`config.mk`:
```
export PLATFORM = sky130hd
export DESIGN_NAME = port_config
export DESIGN_NICKNAME = d
export VERILOG_FILES = /design/src/pin_sync.v /design/src/pin_driver.v /design/src/port_config.v
export VERILOG_INCLUDE_DIRS = /design/src
export SDC_FILE = /design/constraint.sdc
export NUM_CORES = 1
export LEC_CHECK = 0
export BUFFER_PORTS_ARGS = -buffer_cell sky130_fd_sc_hd__buf_2
export CAP_MARGIN = 20
export CORE_AREA = 5 5 249 251
export DETAILED_ROUTE_END_ITERATION = 10
export DIE_AREA = 0 0 254 256
export GPL_ROUTABILITY_DRIVEN = 0
export PLACE_DENSITY_LB_ADDON = 0.05
export SETUP_SLACK_MARGIN = 0.4
export SKIP_CTS_REPAIR_TIMING = 1
export SLEW_MARGIN = 20
export SYNTH_ARGS = -nofsm -noshare
export SYNTH_HDL_FRONTEND = slang
export SYNTH_HIERARCHICAL = 1
export SYNTH_SLANG_ARGS = --single-unit
```
`constraint.sdc`:
```
create_clock -name clock -period 4.7 [get_ports clock]
set_input_delay 0.47 -clock clock [delete_from_list [all_inputs] [get_ports clock]]
set_output_delay 0.47 -clock clock [all_outputs]
set_load 0.01 [all_outputs]
```
`src/port_cfg_defines.vh`:
```
// offsets, reset values and field positions for the port configuration block
`ifndef PORT_CFG_DEFINES_VH
`define PORT_CFG_DEFINES_VH
// port_pin_mode_select offsets (ports e, f, g)
`define OFS_MODE_E      8'h00
`define OFS_MODE_F      8'h01
`define OFS_MODE_G      8'h02
// port_pin_direction offsets, ports a..g
`define OFS_DIR_A       8'h04
`define OFS_DIR_B       8'h05
`define OFS_DIR_C       8'h06
`define OFS_DIR_D       8'h07
`define OFS_DIR_E       8'h08
`define OFS_DIR_F       8'h09
`define OFS_DIR_G       8'h0a
// port_pin_driver_select offsets, ports a..g
`define OFS_DRV_A       8'h0c
`define OFS_DRV_B       8'h0d
`define OFS_DRV_C       8'h0e
`define OFS_DRV_D       8'h0f
`define OFS_DRV_E       8'h10
`define OFS_DRV_F       8'h11
`define OFS_DRV_G       8'h12
// memory_mode_register offset and peripheral buffer enable bit
`define OFS_MEM_MODE    8'h14
`define MEM_MODE_PIO    7
// reset value and port d write mask
`define CFG_RESET       8'h00
`define D_PORT_MASK     8'h0f
// boot pattern is board specific; keep the two halves in step with it
`define BOOT_PATTERN    16'h5aa5
`define BOOT_PATTERN_LO 8'ha5
`define BOOT_PATTERN_HI 8'h5a
`endif

```
`src/pin_sync.v`:
```
// three-flop input synchroniser, change taken when second and third agree
module pin_sync (
    // clock and reset
    input  wire       clock,
    input  wire       nrst,
    // pins and result
    input  wire [7:0] pin_in,
    output reg  [7:0] pin_out
);
    reg [7:0] s1_r;
    reg [7:0] s2_r;
    reg [7:0] s3_r;
    always @(posedge clock or negedge nrst) begin
        if (!nrst) begin
            s1_r    <= 8'h00;
            s2_r    <= 8'h00;
            s3_r    <= 8'h00;
            pin_out <= 8'h00;
        end else begin
            s1_r <= pin_in;
            s2_r <= s1_r;
            s3_r <= s2_r;
            // accept per bit only when stable over two samples
            pin_out <= (s2_r & s3_r) | (pin_out & (s2_r | s3_r));
        end
    end
endmodule // pin_sync

```
`src/pin_driver.v`:
```
// per-pin driver: direction, open drain and slew per port
module pin_driver (
    // clock and reset
    input  wire       clock,
    input  wire       nrst,
    // control
    input  wire [7:0] out_data,
    input  wire [7:0] dir_bits,
    input  wire [7:0] oe_term,
    input  wire [7:0] drv_bits,
    input  wire       drv_is_od,
    input  wire       force_off,
    // pins, enables active low
    output reg  [7:0] pin_o,
    output reg  [7:0] pin_oe_n,
    output reg  [7:0] fast_slew
);
    wire [7:0] want;
    assign want = (dir_bits | oe_term) & {8{~force_off}};
    genvar i;
    generate
        for (i = 0; i < 8; i = i + 1) begin : g_pin
            always @(posedge clock or negedge nrst) begin
                if (!nrst) begin
                    pin_o[i]     <= 1'b0;
                    pin_oe_n[i]  <= 1'b1;
                    fast_slew[i] <= 1'b0;
                end else begin
                    pin_o[i] <= out_data[i];
                    // open drain only pulls low; high is released
                    if (drv_is_od && drv_bits[i])
                        pin_oe_n[i] <= ~(want[i] & ~out_data[i]);
                    else
                        pin_oe_n[i] <= ~want[i];
                    fast_slew[i] <= ~drv_is_od & drv_bits[i];
                end
            end
        end
    endgenerate
endmodule // pin_driver

```
`src/port_config.v`:
```
// port mode and configuration logic for seven host ports
`include "port_cfg_defines.vh"
module port_config (
    // clock and reset
    input  wire        clock,
    input  wire        nrst,
    // host register access at offsets from io_register_base
    input  wire        reg_sel,
    input  wire        reg_wr,
    input  wire        reg_rd,
    input  wire [7:0]  reg_addr,
    input  wire [7:0]  reg_wdata,
    output reg  [7:0]  reg_rdata,
    // static configuration
    input  wire        data_port_en,
    input  wire        host_reset_mode_en,
    input  wire        jtag_en,
    // host bus status
    input  wire        host_reset_n,
    input  wire        bus_cycle,
    input  wire        host_address_strobe,
    input  wire [15:0] host_data_out,
    input  wire        host_data_wr,
    // logic array terms
    input  wire [55:0] oe_terms,
    input  wire [55:0] out_data,
    input  wire [55:0] addr_out,
    input  wire [39:0] addr_in_sel,
    input  wire        peripheral_select_term_a,
    input  wire        peripheral_select_term_b,
    // pins, seven ports of eight
    input  wire [55:0] pin_i,
    output wire [55:0] pin_o,
    output wire [55:0] pin_oe_n,
    output wire [55:0] fast_slew,
    // to logic arrays and host
    output reg  [55:0] array_in,
    output reg  [39:0] addr_in,
    output reg  [39:0] addr_captured,
    output reg  [15:0] host_data_in,
    output reg         jtag_active
);
    reg  [7:0]  mode_r [0:2];
    reg  [7:0]  dir_r  [0:6];
    reg  [7:0]  drv_r  [0:6];
    reg  [7:0]  mem_mode_r;
    wire [55:0] pin_s;
    wire [55:0] drv_data;
    wire [55:0] drv_oe;
    wire [6:0]  force_off;
    wire        pio_on;
    wire        psel;
    wire        boot_drive;
    wire        bus_drive;
    integer     k;

    // data port owns port f, so buffer mode yields to it
    assign pio_on = mem_mode_r[`MEM_MODE_PIO] & ~data_port_en;
    assign psel   = peripheral_select_term_a | peripheral_select_term_b;
    // boot pattern only in reset, off the bus; gone once reset ends
    assign boot_drive = host_reset_mode_en & ~host_reset_n &
                        ~bus_cycle;
    assign bus_drive  = data_port_en & host_data_wr;

    // register writes; d keeps only its low nibble
    always @(posedge clock or negedge nrst) begin
        if (!nrst) begin
            for (k = 0; k < 7; k = k + 1) begin
                dir_r[k] <= `CFG_RESET;
                drv_r[k] <= `CFG_RESET;
            end
            for (k = 0; k < 3; k = k + 1)
                mode_r[k] <= `CFG_RESET;
            mem_mode_r <= `CFG_RESET;
        end else if (reg_sel && reg_wr) begin
            case (reg_addr)
                `OFS_MODE_E: mode_r[0] <= reg_wdata;
                `OFS_MODE_F: mode_r[1] <= reg_wdata;
                `OFS_MODE_G: mode_r[2] <= reg_wdata;
                `OFS_DIR_A:  dir_r[0]  <= reg_wdata;
                `OFS_DIR_B:  dir_r[1]  <= reg_wdata;
                `OFS_DIR_C:  dir_r[2]  <= reg_wdata;
                `OFS_DIR_D:  dir_r[3]  <= reg_wdata & `D_PORT_MASK;
                `OFS_DIR_E:  dir_r[4]  <= reg_wdata;
                `OFS_DIR_F:  dir_r[5]  <= reg_wdata;
                `OFS_DIR_G:  dir_r[6]  <= reg_wdata;
                `OFS_DRV_A:  drv_r[0]  <= reg_wdata;
                `OFS_DRV_B:  drv_r[1]  <= reg_wdata;
                `OFS_DRV_C:  drv_r[2]  <= reg_wdata;
                `OFS_DRV_D:  drv_r[3]  <= reg_wdata & `D_PORT_MASK;
                `OFS_DRV_E:  drv_r[4]  <= reg_wdata;
                `OFS_DRV_F:  drv_r[5]  <= reg_wdata;
                `OFS_DRV_G:  drv_r[6]  <= reg_wdata;
                `OFS_MEM_MODE: mem_mode_r <= reg_wdata;
                default: ;
            endcase
        end
    end

    // register reads, unmapped offsets read zero
    always @(posedge clock or negedge nrst) begin
        if (!nrst) begin
            reg_rdata <= 8'h00;
        end else if (reg_sel && reg_rd) begin
            case (reg_addr)
                `OFS_MODE_E: reg_rdata <= mode_r[0];
                `OFS_MODE_F: reg_rdata <= mode_r[1];
                `OFS_MODE_G: reg_rdata <= mode_r[2];
                `OFS_DIR_A:  reg_rdata <= dir_r[0];
                `OFS_DIR_B:  reg_rdata <= dir_r[1];
                `OFS_DIR_C:  reg_rdata <= dir_r[2];
                `OFS_DIR_D:  reg_rdata <= dir_r[3];
                `OFS_DIR_E:  reg_rdata <= dir_r[4];
                `OFS_DIR_F:  reg_rdata <= dir_r[5];
                `OFS_DIR_G:  reg_rdata <= dir_r[6];
                `OFS_DRV_A:  reg_rdata <= drv_r[0];
                `OFS_DRV_B:  reg_rdata <= drv_r[1];
                `OFS_DRV_C:  reg_rdata <= drv_r[2];
                `OFS_DRV_D:  reg_rdata <= drv_r[3];
                `OFS_DRV_E:  reg_rdata <= drv_r[4];
                `OFS_DRV_F:  reg_rdata <= drv_r[5];
                `OFS_DRV_G:  reg_rdata <= drv_r[6];
                `OFS_MEM_MODE: reg_rdata <= mem_mode_r;
                default:     reg_rdata <= 8'h00;
            endcase
        end else begin
            reg_rdata <= 8'h00;
        end
    end

    // per-port data and enable selection
    // a,b,c: host i/o only, no mode register
    assign drv_data[23:0] = out_data[23:0];
    assign drv_oe[23:0]   = oe_terms[23:0];
    // d: no oe term, direction alone
    assign drv_data[31:24] = out_data[31:24];
    assign drv_oe[31:24]   = 8'h00;
    // e: address out where mode bit set; shared with jtag pins
    assign drv_data[39:32] = (mode_r[0] & addr_out[39:32]) |
                             (~mode_r[0] & out_data[39:32]);
    assign drv_oe[39:32]   = 8'h00;
    // f: peripheral buffer, data low byte, boot pattern or port
    assign drv_data[47:40] = boot_drive ? `BOOT_PATTERN_LO :
                             pio_on ? host_data_out[7:0] :
                             data_port_en ? host_data_out[7:0] :
                             ((mode_r[1] & addr_out[47:40]) |
                              (~mode_r[1] & out_data[47:40]));
    assign drv_oe[47:40]   = boot_drive ? 8'hff :
                             pio_on ? {8{psel & host_data_wr}} :
                             data_port_en ? {8{bus_drive}} :
                             oe_terms[47:40];
    // g: data high byte, boot pattern or port
    assign drv_data[55:48] = boot_drive ? `BOOT_PATTERN_HI :
                             data_port_en ? host_data_out[15:8] :
                             ((mode_r[2] & addr_out[55:48]) |
                              (~mode_r[2] & out_data[55:48]));
    assign drv_oe[55:48]   = (boot_drive | bus_drive) ?
                             8'hff : 8'h00;
    // direction register is ignored on ports taken over by bus logic
    assign force_off = {data_port_en | boot_drive,
                        data_port_en | boot_drive | pio_on,
                        5'b00000};

    genvar p;
    generate
        for (p = 0; p < 7; p = p + 1) begin : g_port
            pin_sync u_sync (
                .clock   (clock),
                .nrst    (nrst),
                .pin_in  (pin_i[8*p+7:8*p]),
                .pin_out (pin_s[8*p+7:8*p])
            );
            pin_driver u_drv (
                .clock     (clock),
                .nrst      (nrst),
                .out_data  (drv_data[8*p+7:8*p]),
                .dir_bits  (force_off[p] ? 8'h00 : dir_r[p]),
                .oe_term   (drv_oe[8*p+7:8*p]),
                // bus data needs both levels, so no open drain on port g while bus logic owns it
                .drv_bits  ((force_off[p] && (p == 6)) ? 8'h00 :
                            drv_r[p]),
                .drv_is_od ((p != 2) && (p != 5)),
                .force_off (1'b0),
                .pin_o     (pin_o[8*p+7:8*p]),
                .pin_oe_n  (pin_oe_n[8*p+7:8*p]),
                .fast_slew (fast_slew[8*p+7:8*p])
            );
        end
    endgenerate

    // inputs toward arrays, address capture and host data
    always @(posedge clock or negedge nrst) begin
        if (!nrst) begin
            array_in      <= 56'h0;
            addr_in       <= 40'h0;
            addr_captured <= 40'h0;
            host_data_in  <= 16'h0000;
            jtag_active   <= 1'b0;
        end else begin
            // general i/o inputs masked while upper ports are data bus
            array_in <= {pin_s[55:40] & {16{~data_port_en}},
                         pin_s[39:0]};
            // a..d and f feed the decoder as address inputs
            addr_in <= {pin_s[47:40], pin_s[31:0]} & addr_in_sel;
            if (host_address_strobe)
                addr_captured <= {pin_s[47:40], pin_s[31:0]} &
                                 addr_in_sel;
            host_data_in <= pio_on ? {8'h00, pin_s[47:40]} :
                            {pin_s[55:48], pin_s[47:40]};
            jtag_active  <= jtag_en;
        end
    end
endmodule // port_config

```
==> Word level (Yosys, flattened, before mapping) <==
Cells that the tools add are included.
{ "word_totals": {"regBits": 645} }
{ "op_classes": {"eq_ne": 17, "mux": 51, "bitwise": 219, "n_reduce_logical": 21} }
{ "ops": {"columns": ["op", "n"], "rows": [
  ["$or 8x8->8", 22],
  ["$and 8x8->8", 20],
  ["$pmux 8 s18", 1],
  ["$not 1->1", 127],
  ["$mux 8", 13],
  ["$eq 8x4->1 const B", 7],
  ["$and 1x1->1", 41],
  ["$and 40x40->40", 1],
  ["$mux 1", 36],
  ["$reduce_and 2->1", 18],
  ["$eq 8x3->1 const B", 4],
  ["$eq 8x5->1 const B", 4],
  ["$not 8->8", 3],
  ["$and 16x16->16", 1],
  ["$mux 16", 1],
  ["$eq 8x1->1 const B", 1],
  ["$eq 8x2->1 const B", 1],
  ["$logic_not 8->1", 1],
  ["$or 1x1->1", 4],
  ["$logic_and 1x1->1", 2]
]} }

==> Longest topological paths before layout <==
{ "logic_depth": {"word_depth": 9, "depth_mapped": 8, "mapped_depth_nobuf": 6} }

==> Modules after synthesis <==
Netlist, hierarchy kept.
{ "by_module_without_submodules": {"columns": ["module", "instances", "cells_each", "area_per_inst_um2", "seq_area_each_um2"], "rows": [
  ["port_config", 1, 903, 12248.0, 7432.1],
  ["pin_sync", 7, 40, 890.9, 800.8],
  ["pin_driver", 7, 50, 785.8, 610.6]
]} }

==> Worst setup path before layout <==
Ideal clock, no wire load.
{ "synth_path": {"path_type": "in2reg", "start": "input reg_addr[4]", "end": "register dir_r[0] in the netlist's numbering", "t_arrival_ns": 1.989, "required_ns": 4.575, "path_slack_ns": 2.586, "stages": 7, "path_buffers": 3, "cell_sequence": "buf_6 > or4_4 > buf_6 > nor2_4 > and3_1 > buf_2 > mux2_2"} }
{ "synth_via": {"elab_chain_cells": 2} }
{ "synth_rtl": {"columns": ["item", "line", "source"], "rows": [
  ["start, declared", "port_config.v:11", "input wire [7:0] reg_addr,"],
  ["$eq 8x4->1", "port_config.v:76", "case (reg_addr)"],
  ["$reduce_and 2->1 (no line)", null, null],
  ["end signal, assigned by index", "port_config.v:69", "dir_r[k] <= `CFG_RESET;"],
  ["end, declared", "port_config.v:44", "reg [7:0] dir_r [0:6];"]
]} }
Every way passes these cells.
A chain may end at the register's enable or synchronous reset.

==> Worst setup path in the final report <==
{ "layout_path": {"start": "input reg_addr[3]", "end": "register drv_r[43] in the netlist's numbering"} }
{ "layout_via": {"elab_chain_cells": 2} }
{ "layout_rtl": {"columns": ["item", "line", "source"], "rows": [
  ["$eq 8x4->1", "port_config.v:76", null],
  ["$reduce_and 2->1 (no line)", null, null],
  ["end signal, assigned by index", "port_config.v:70", "drv_r[k] <= `CFG_RESET;"],
  ["end, declared", "port_config.v:45", "reg [7:0] drv_r [0:6];"]
]} }
Every way passes these cells.

==> run summary <==
Max stage delay on crit path - 0.50 ns
Remaining Overflow, GRT - 0
Post-synth EDFFs - 0
Post-Route WL - 71700 um
filler cell count - 5183
list of most frequent post-synthesis cells - dfrtp_1 (633), mux2_2 (196), nor2_1 (80)
largest net degree at the start of global routing - 122
initial drt markers - 871
worst-path fanout max - 17
CTS tree - done
Top delay family on crit path - simple AND/OR/NAND/NOR gates
Max-Slew Margin vs Limit - 0.2471
Static Leak - 0.01519 uW
Final WS setup - 2.377 ns
CP required - 5.18 ns
Setup crit end kind - register
Synth area leader - dfrtp_1
worst slack at placement - 1.808 ns
Syn Inst Count - 1533
Layout Nets - 2623
io pins - 639
first-pass GRT wire length - 106500 um
vias in the first global route - 16030
Distinct cells, synth - 52
final core occ - 0.5269
multi-input combinational cell area - 6654 um^2
fmax - 430.6 MHz
storage element area - 17310 um^2
max-slew violation count - 0
Num CTS Buffers - 75
Finish-stage setup viols - 0
CORE AREA - 59680 um^2
Worst-Skew Late Latency - 0.60 ns
Post-Synth Adder-Cell Area - 0.02629
average size of a mapped cell - 15.65 um^2
Compound-Gate Fraction of Synth Area - 0.05624
xor/xnor share of the synthesized area - 0
Rows - 90
Post-Synth Simple-Gate Area - 0.07710
htree depth - 3
peak supply drop - 0.3195 mV
count leader, synth - dfrtp_1
FF-to-FF path depth - 5
asr flop ratio synth - 1.000
Die Height - 256 um
smallest hold slack - -0.003374 ns
HPWL after DPL - 52800 um
overall die width - 254 um
Max-Cap Viols - 0
proportion of layout cells with a drive suffix above 1 - 0.4407
main flop type after synthesis - dfrtp_1
Starting Density - 0.4019
mux contribution to synthesized area - 0.1046
Setup TNS Final - 0 ns
antenna violations before repair - 6
area grow syn2layout - 31.10%
clk root buf - clkbuf_16
Worst Setup Start Kind - primary input
status - finished with violations
CP Cell Sequence - buf_2 -> buf_4 -> and2_1 -> nand2_1 -> nor2_2 -> mux2_2
antenna viol nets, final - 0
worst slew pin tran - 1.129 ns
top cells by area, synth - dfrtp_1 (66%), mux2_2 (9.2%), dfstp_2 (6.1%)
top cell type's share of synthesized area - 0.6604
crit share post-route - 0.4942
final hold violation count - 1
CP Class - in -> reg
Initial DRT Pass Iterations - 5
RSZ-0062 raised after global routing - false
Pwr Density - 426.7 nW/um^2
Max clock buf depth - 3
cell area after synthesis - 23980 um^2
DRC - 0
Worst path depth - 6
DR WL/cell - 22.67 um
Port Buffer Count - 582
worst min path class - in -> async
Yosys Warn Count - 6
CP Data Arrival Time - 2.80 ns
Total GRT Usage - 0.2165
clk_skew - 0.02720 ns
Slowest-stage cell, CP - nor2_2
Period minus WS final - 2.323 ns
violated checks - hold timing
main combinational cell family by area after synthesis - multiplexers
number of synthesized register bits - 689
post-synthesis sequential area ratio - 0.7218
clock slew at reported path FFs - 0.06 ns
Via density - 4.895
DIE AREA - 65020 um^2
vias - 15479
worst path bufs/invs - 2
clock sink total - 689
-- path summary, 6_finish.rpt --
| path | start | endpoint | slack [ns] |
|---|---|---|---|
| worst max-delay path | reg_addr[3] | drv_r[43] | 2.38 |
| min in group clock | out_data[3] | g_port[0].u_drv/pin_o[3] | 0.04 |
| worst min-delay path | nrst | g_port[4].u_sync/pin_out[7] | -0.003 |
| worst max register to register | mem_mode_r[7] | g_port[5].u_drv/pin_oe_n[5] | 2.69 |
| worst min register to register | g_port[1].u_sync/s1_r[6] | g_port[1].u_sync/s2_r[6] | 0.34 |
| max in group asynchronous | nrst | g_port[4].u_drv/pin_oe_n[5] | 3.62 |
-- registers in the layout, summed over array words and instances (netlist names) --
signal / cells
array_in: 56
g_port.u_drv/fast_slew: 56
g_port.u_drv/pin_o: 56
g_port.u_drv/pin_oe_n: 56
g_port.u_sync/pin_out: 56
g_port.u_sync/s1_r: 56
g_port.u_sync/s2_r: 56
g_port.u_sync/s3_r: 56
dir_r: 52
drv_r: 52
addr_captured: 40
addr_in: 40
mode_r: 24
host_data_in: 16
mem_mode_r: 8
reg_rdata: 8
jtag_active: 1
-- cells in the final DEF, fill, tap and decap left out, drive strengths merged, types with 4 or more instances in the layout --
master / Yosys / final
dfrtp: 633 / 633
buf: 30 / 597
mux2: 196 / 196
clkbuf: 32 / 115
nor2: 91 / 91
dlygate4sd3: 0 / 86
conb: 2 / 84
nor2b: 78 / 78
and2: 69 / 69
a311o: 57 / 57
dfstp: 56 / 56
maj3: 56 / 56
nand2: 42 / 42
mux2i: 28 / 28
nand3: 16 / 16
clkinv: 1 / 16
a22oi: 15 / 15
and3: 13 / 13
o21ai: 12 / 12
a21o: 11 / 11
a21oi: 10 / 10
nand4: 8 / 8
a221oi: 8 / 8
a211oi: 7 / 7
a31oi: 6 / 6
o211ai: 6 / 6
a32oi: 5 / 5
a22o: 5 / 5
diode: 0 / 4
nand2b: 4 / 4
o22ai: 4 / 4
a32o: 4 / 4
bufinv: 0 / 4
-- cell families after synthesis --
family | after synthesis
flip-flops | 689
multiplexers | 225
buffers and inverters | 63
AND/OR/NAND/NOR | 336
AO/OA/AOI/OAI | 162
adder cells (fa/ha/maj) | 56
other | 2
-- worst register-to-register path: stages (launching register included) --
cell,delay [ns]
dfrtp_1,0.50
nand2b_1,0.28
o211ai_1,0.62
a21o_1,0.16
nor2_1,0.06
a311o_1,0.31
-- routing by layer --
metal	wire length [um]	GRT usage	up-vias
li1	-	-	6906
met1	29820	0.2892	7976
met2	35580	0.3577	477
met3	4132	0.04268	116
met4	2140	0.07100	4
met5	27	0	-
-- final cells by class --
class | count | share of cell area
clock inverters | 25 | 0.008714
well taps | 782 | 0.03112
repair buffers | 683 | 0.1263
inverters | 1 | 0.0001194
flip-flops and latches | 689 | 0.5506
multi-input cells | 863 | 0.2116
diodes | 4 | 0.0003183
clock buffers | 115 | 0.07127
-- metrics by stage --
| step | instances | power (uW) | cell area, um^2 | hold WS (ns) |
|---|---|---|---|---|
| final | 3162 | 13420 | 31440 | -0.003374 |
| after global routing | 3161 | 13980 | 31440 | 0.01358 |
| after CTS | 3072 | 13540 | 30570 | -0.07462 |
| after detailed placement | 2932 | 7581 | 28060 | 0.3347 |
| after global placement | 2932 | 7558 | 28060 | 0.3321 |
| after floorplan | 1615 | 6962 | 24290 | 0.1744 |
-- where the power goes --
| part | total (uW) | switching [uW] | leakage, uW | internal, uW |
|---|---|---|---|---|
| Combinational | 1050 | 591 | 0.00542 | 459 |
| Sequential | 6470 | 182 | 0.00854 | 6290 |
| Clock | 5890 | 2360 | 0.00123 | 3530 |
| Total | 13400 | 3140 | 0.0152 | 10300 |
Note: power is estimated with default switching activity, not from simulation.
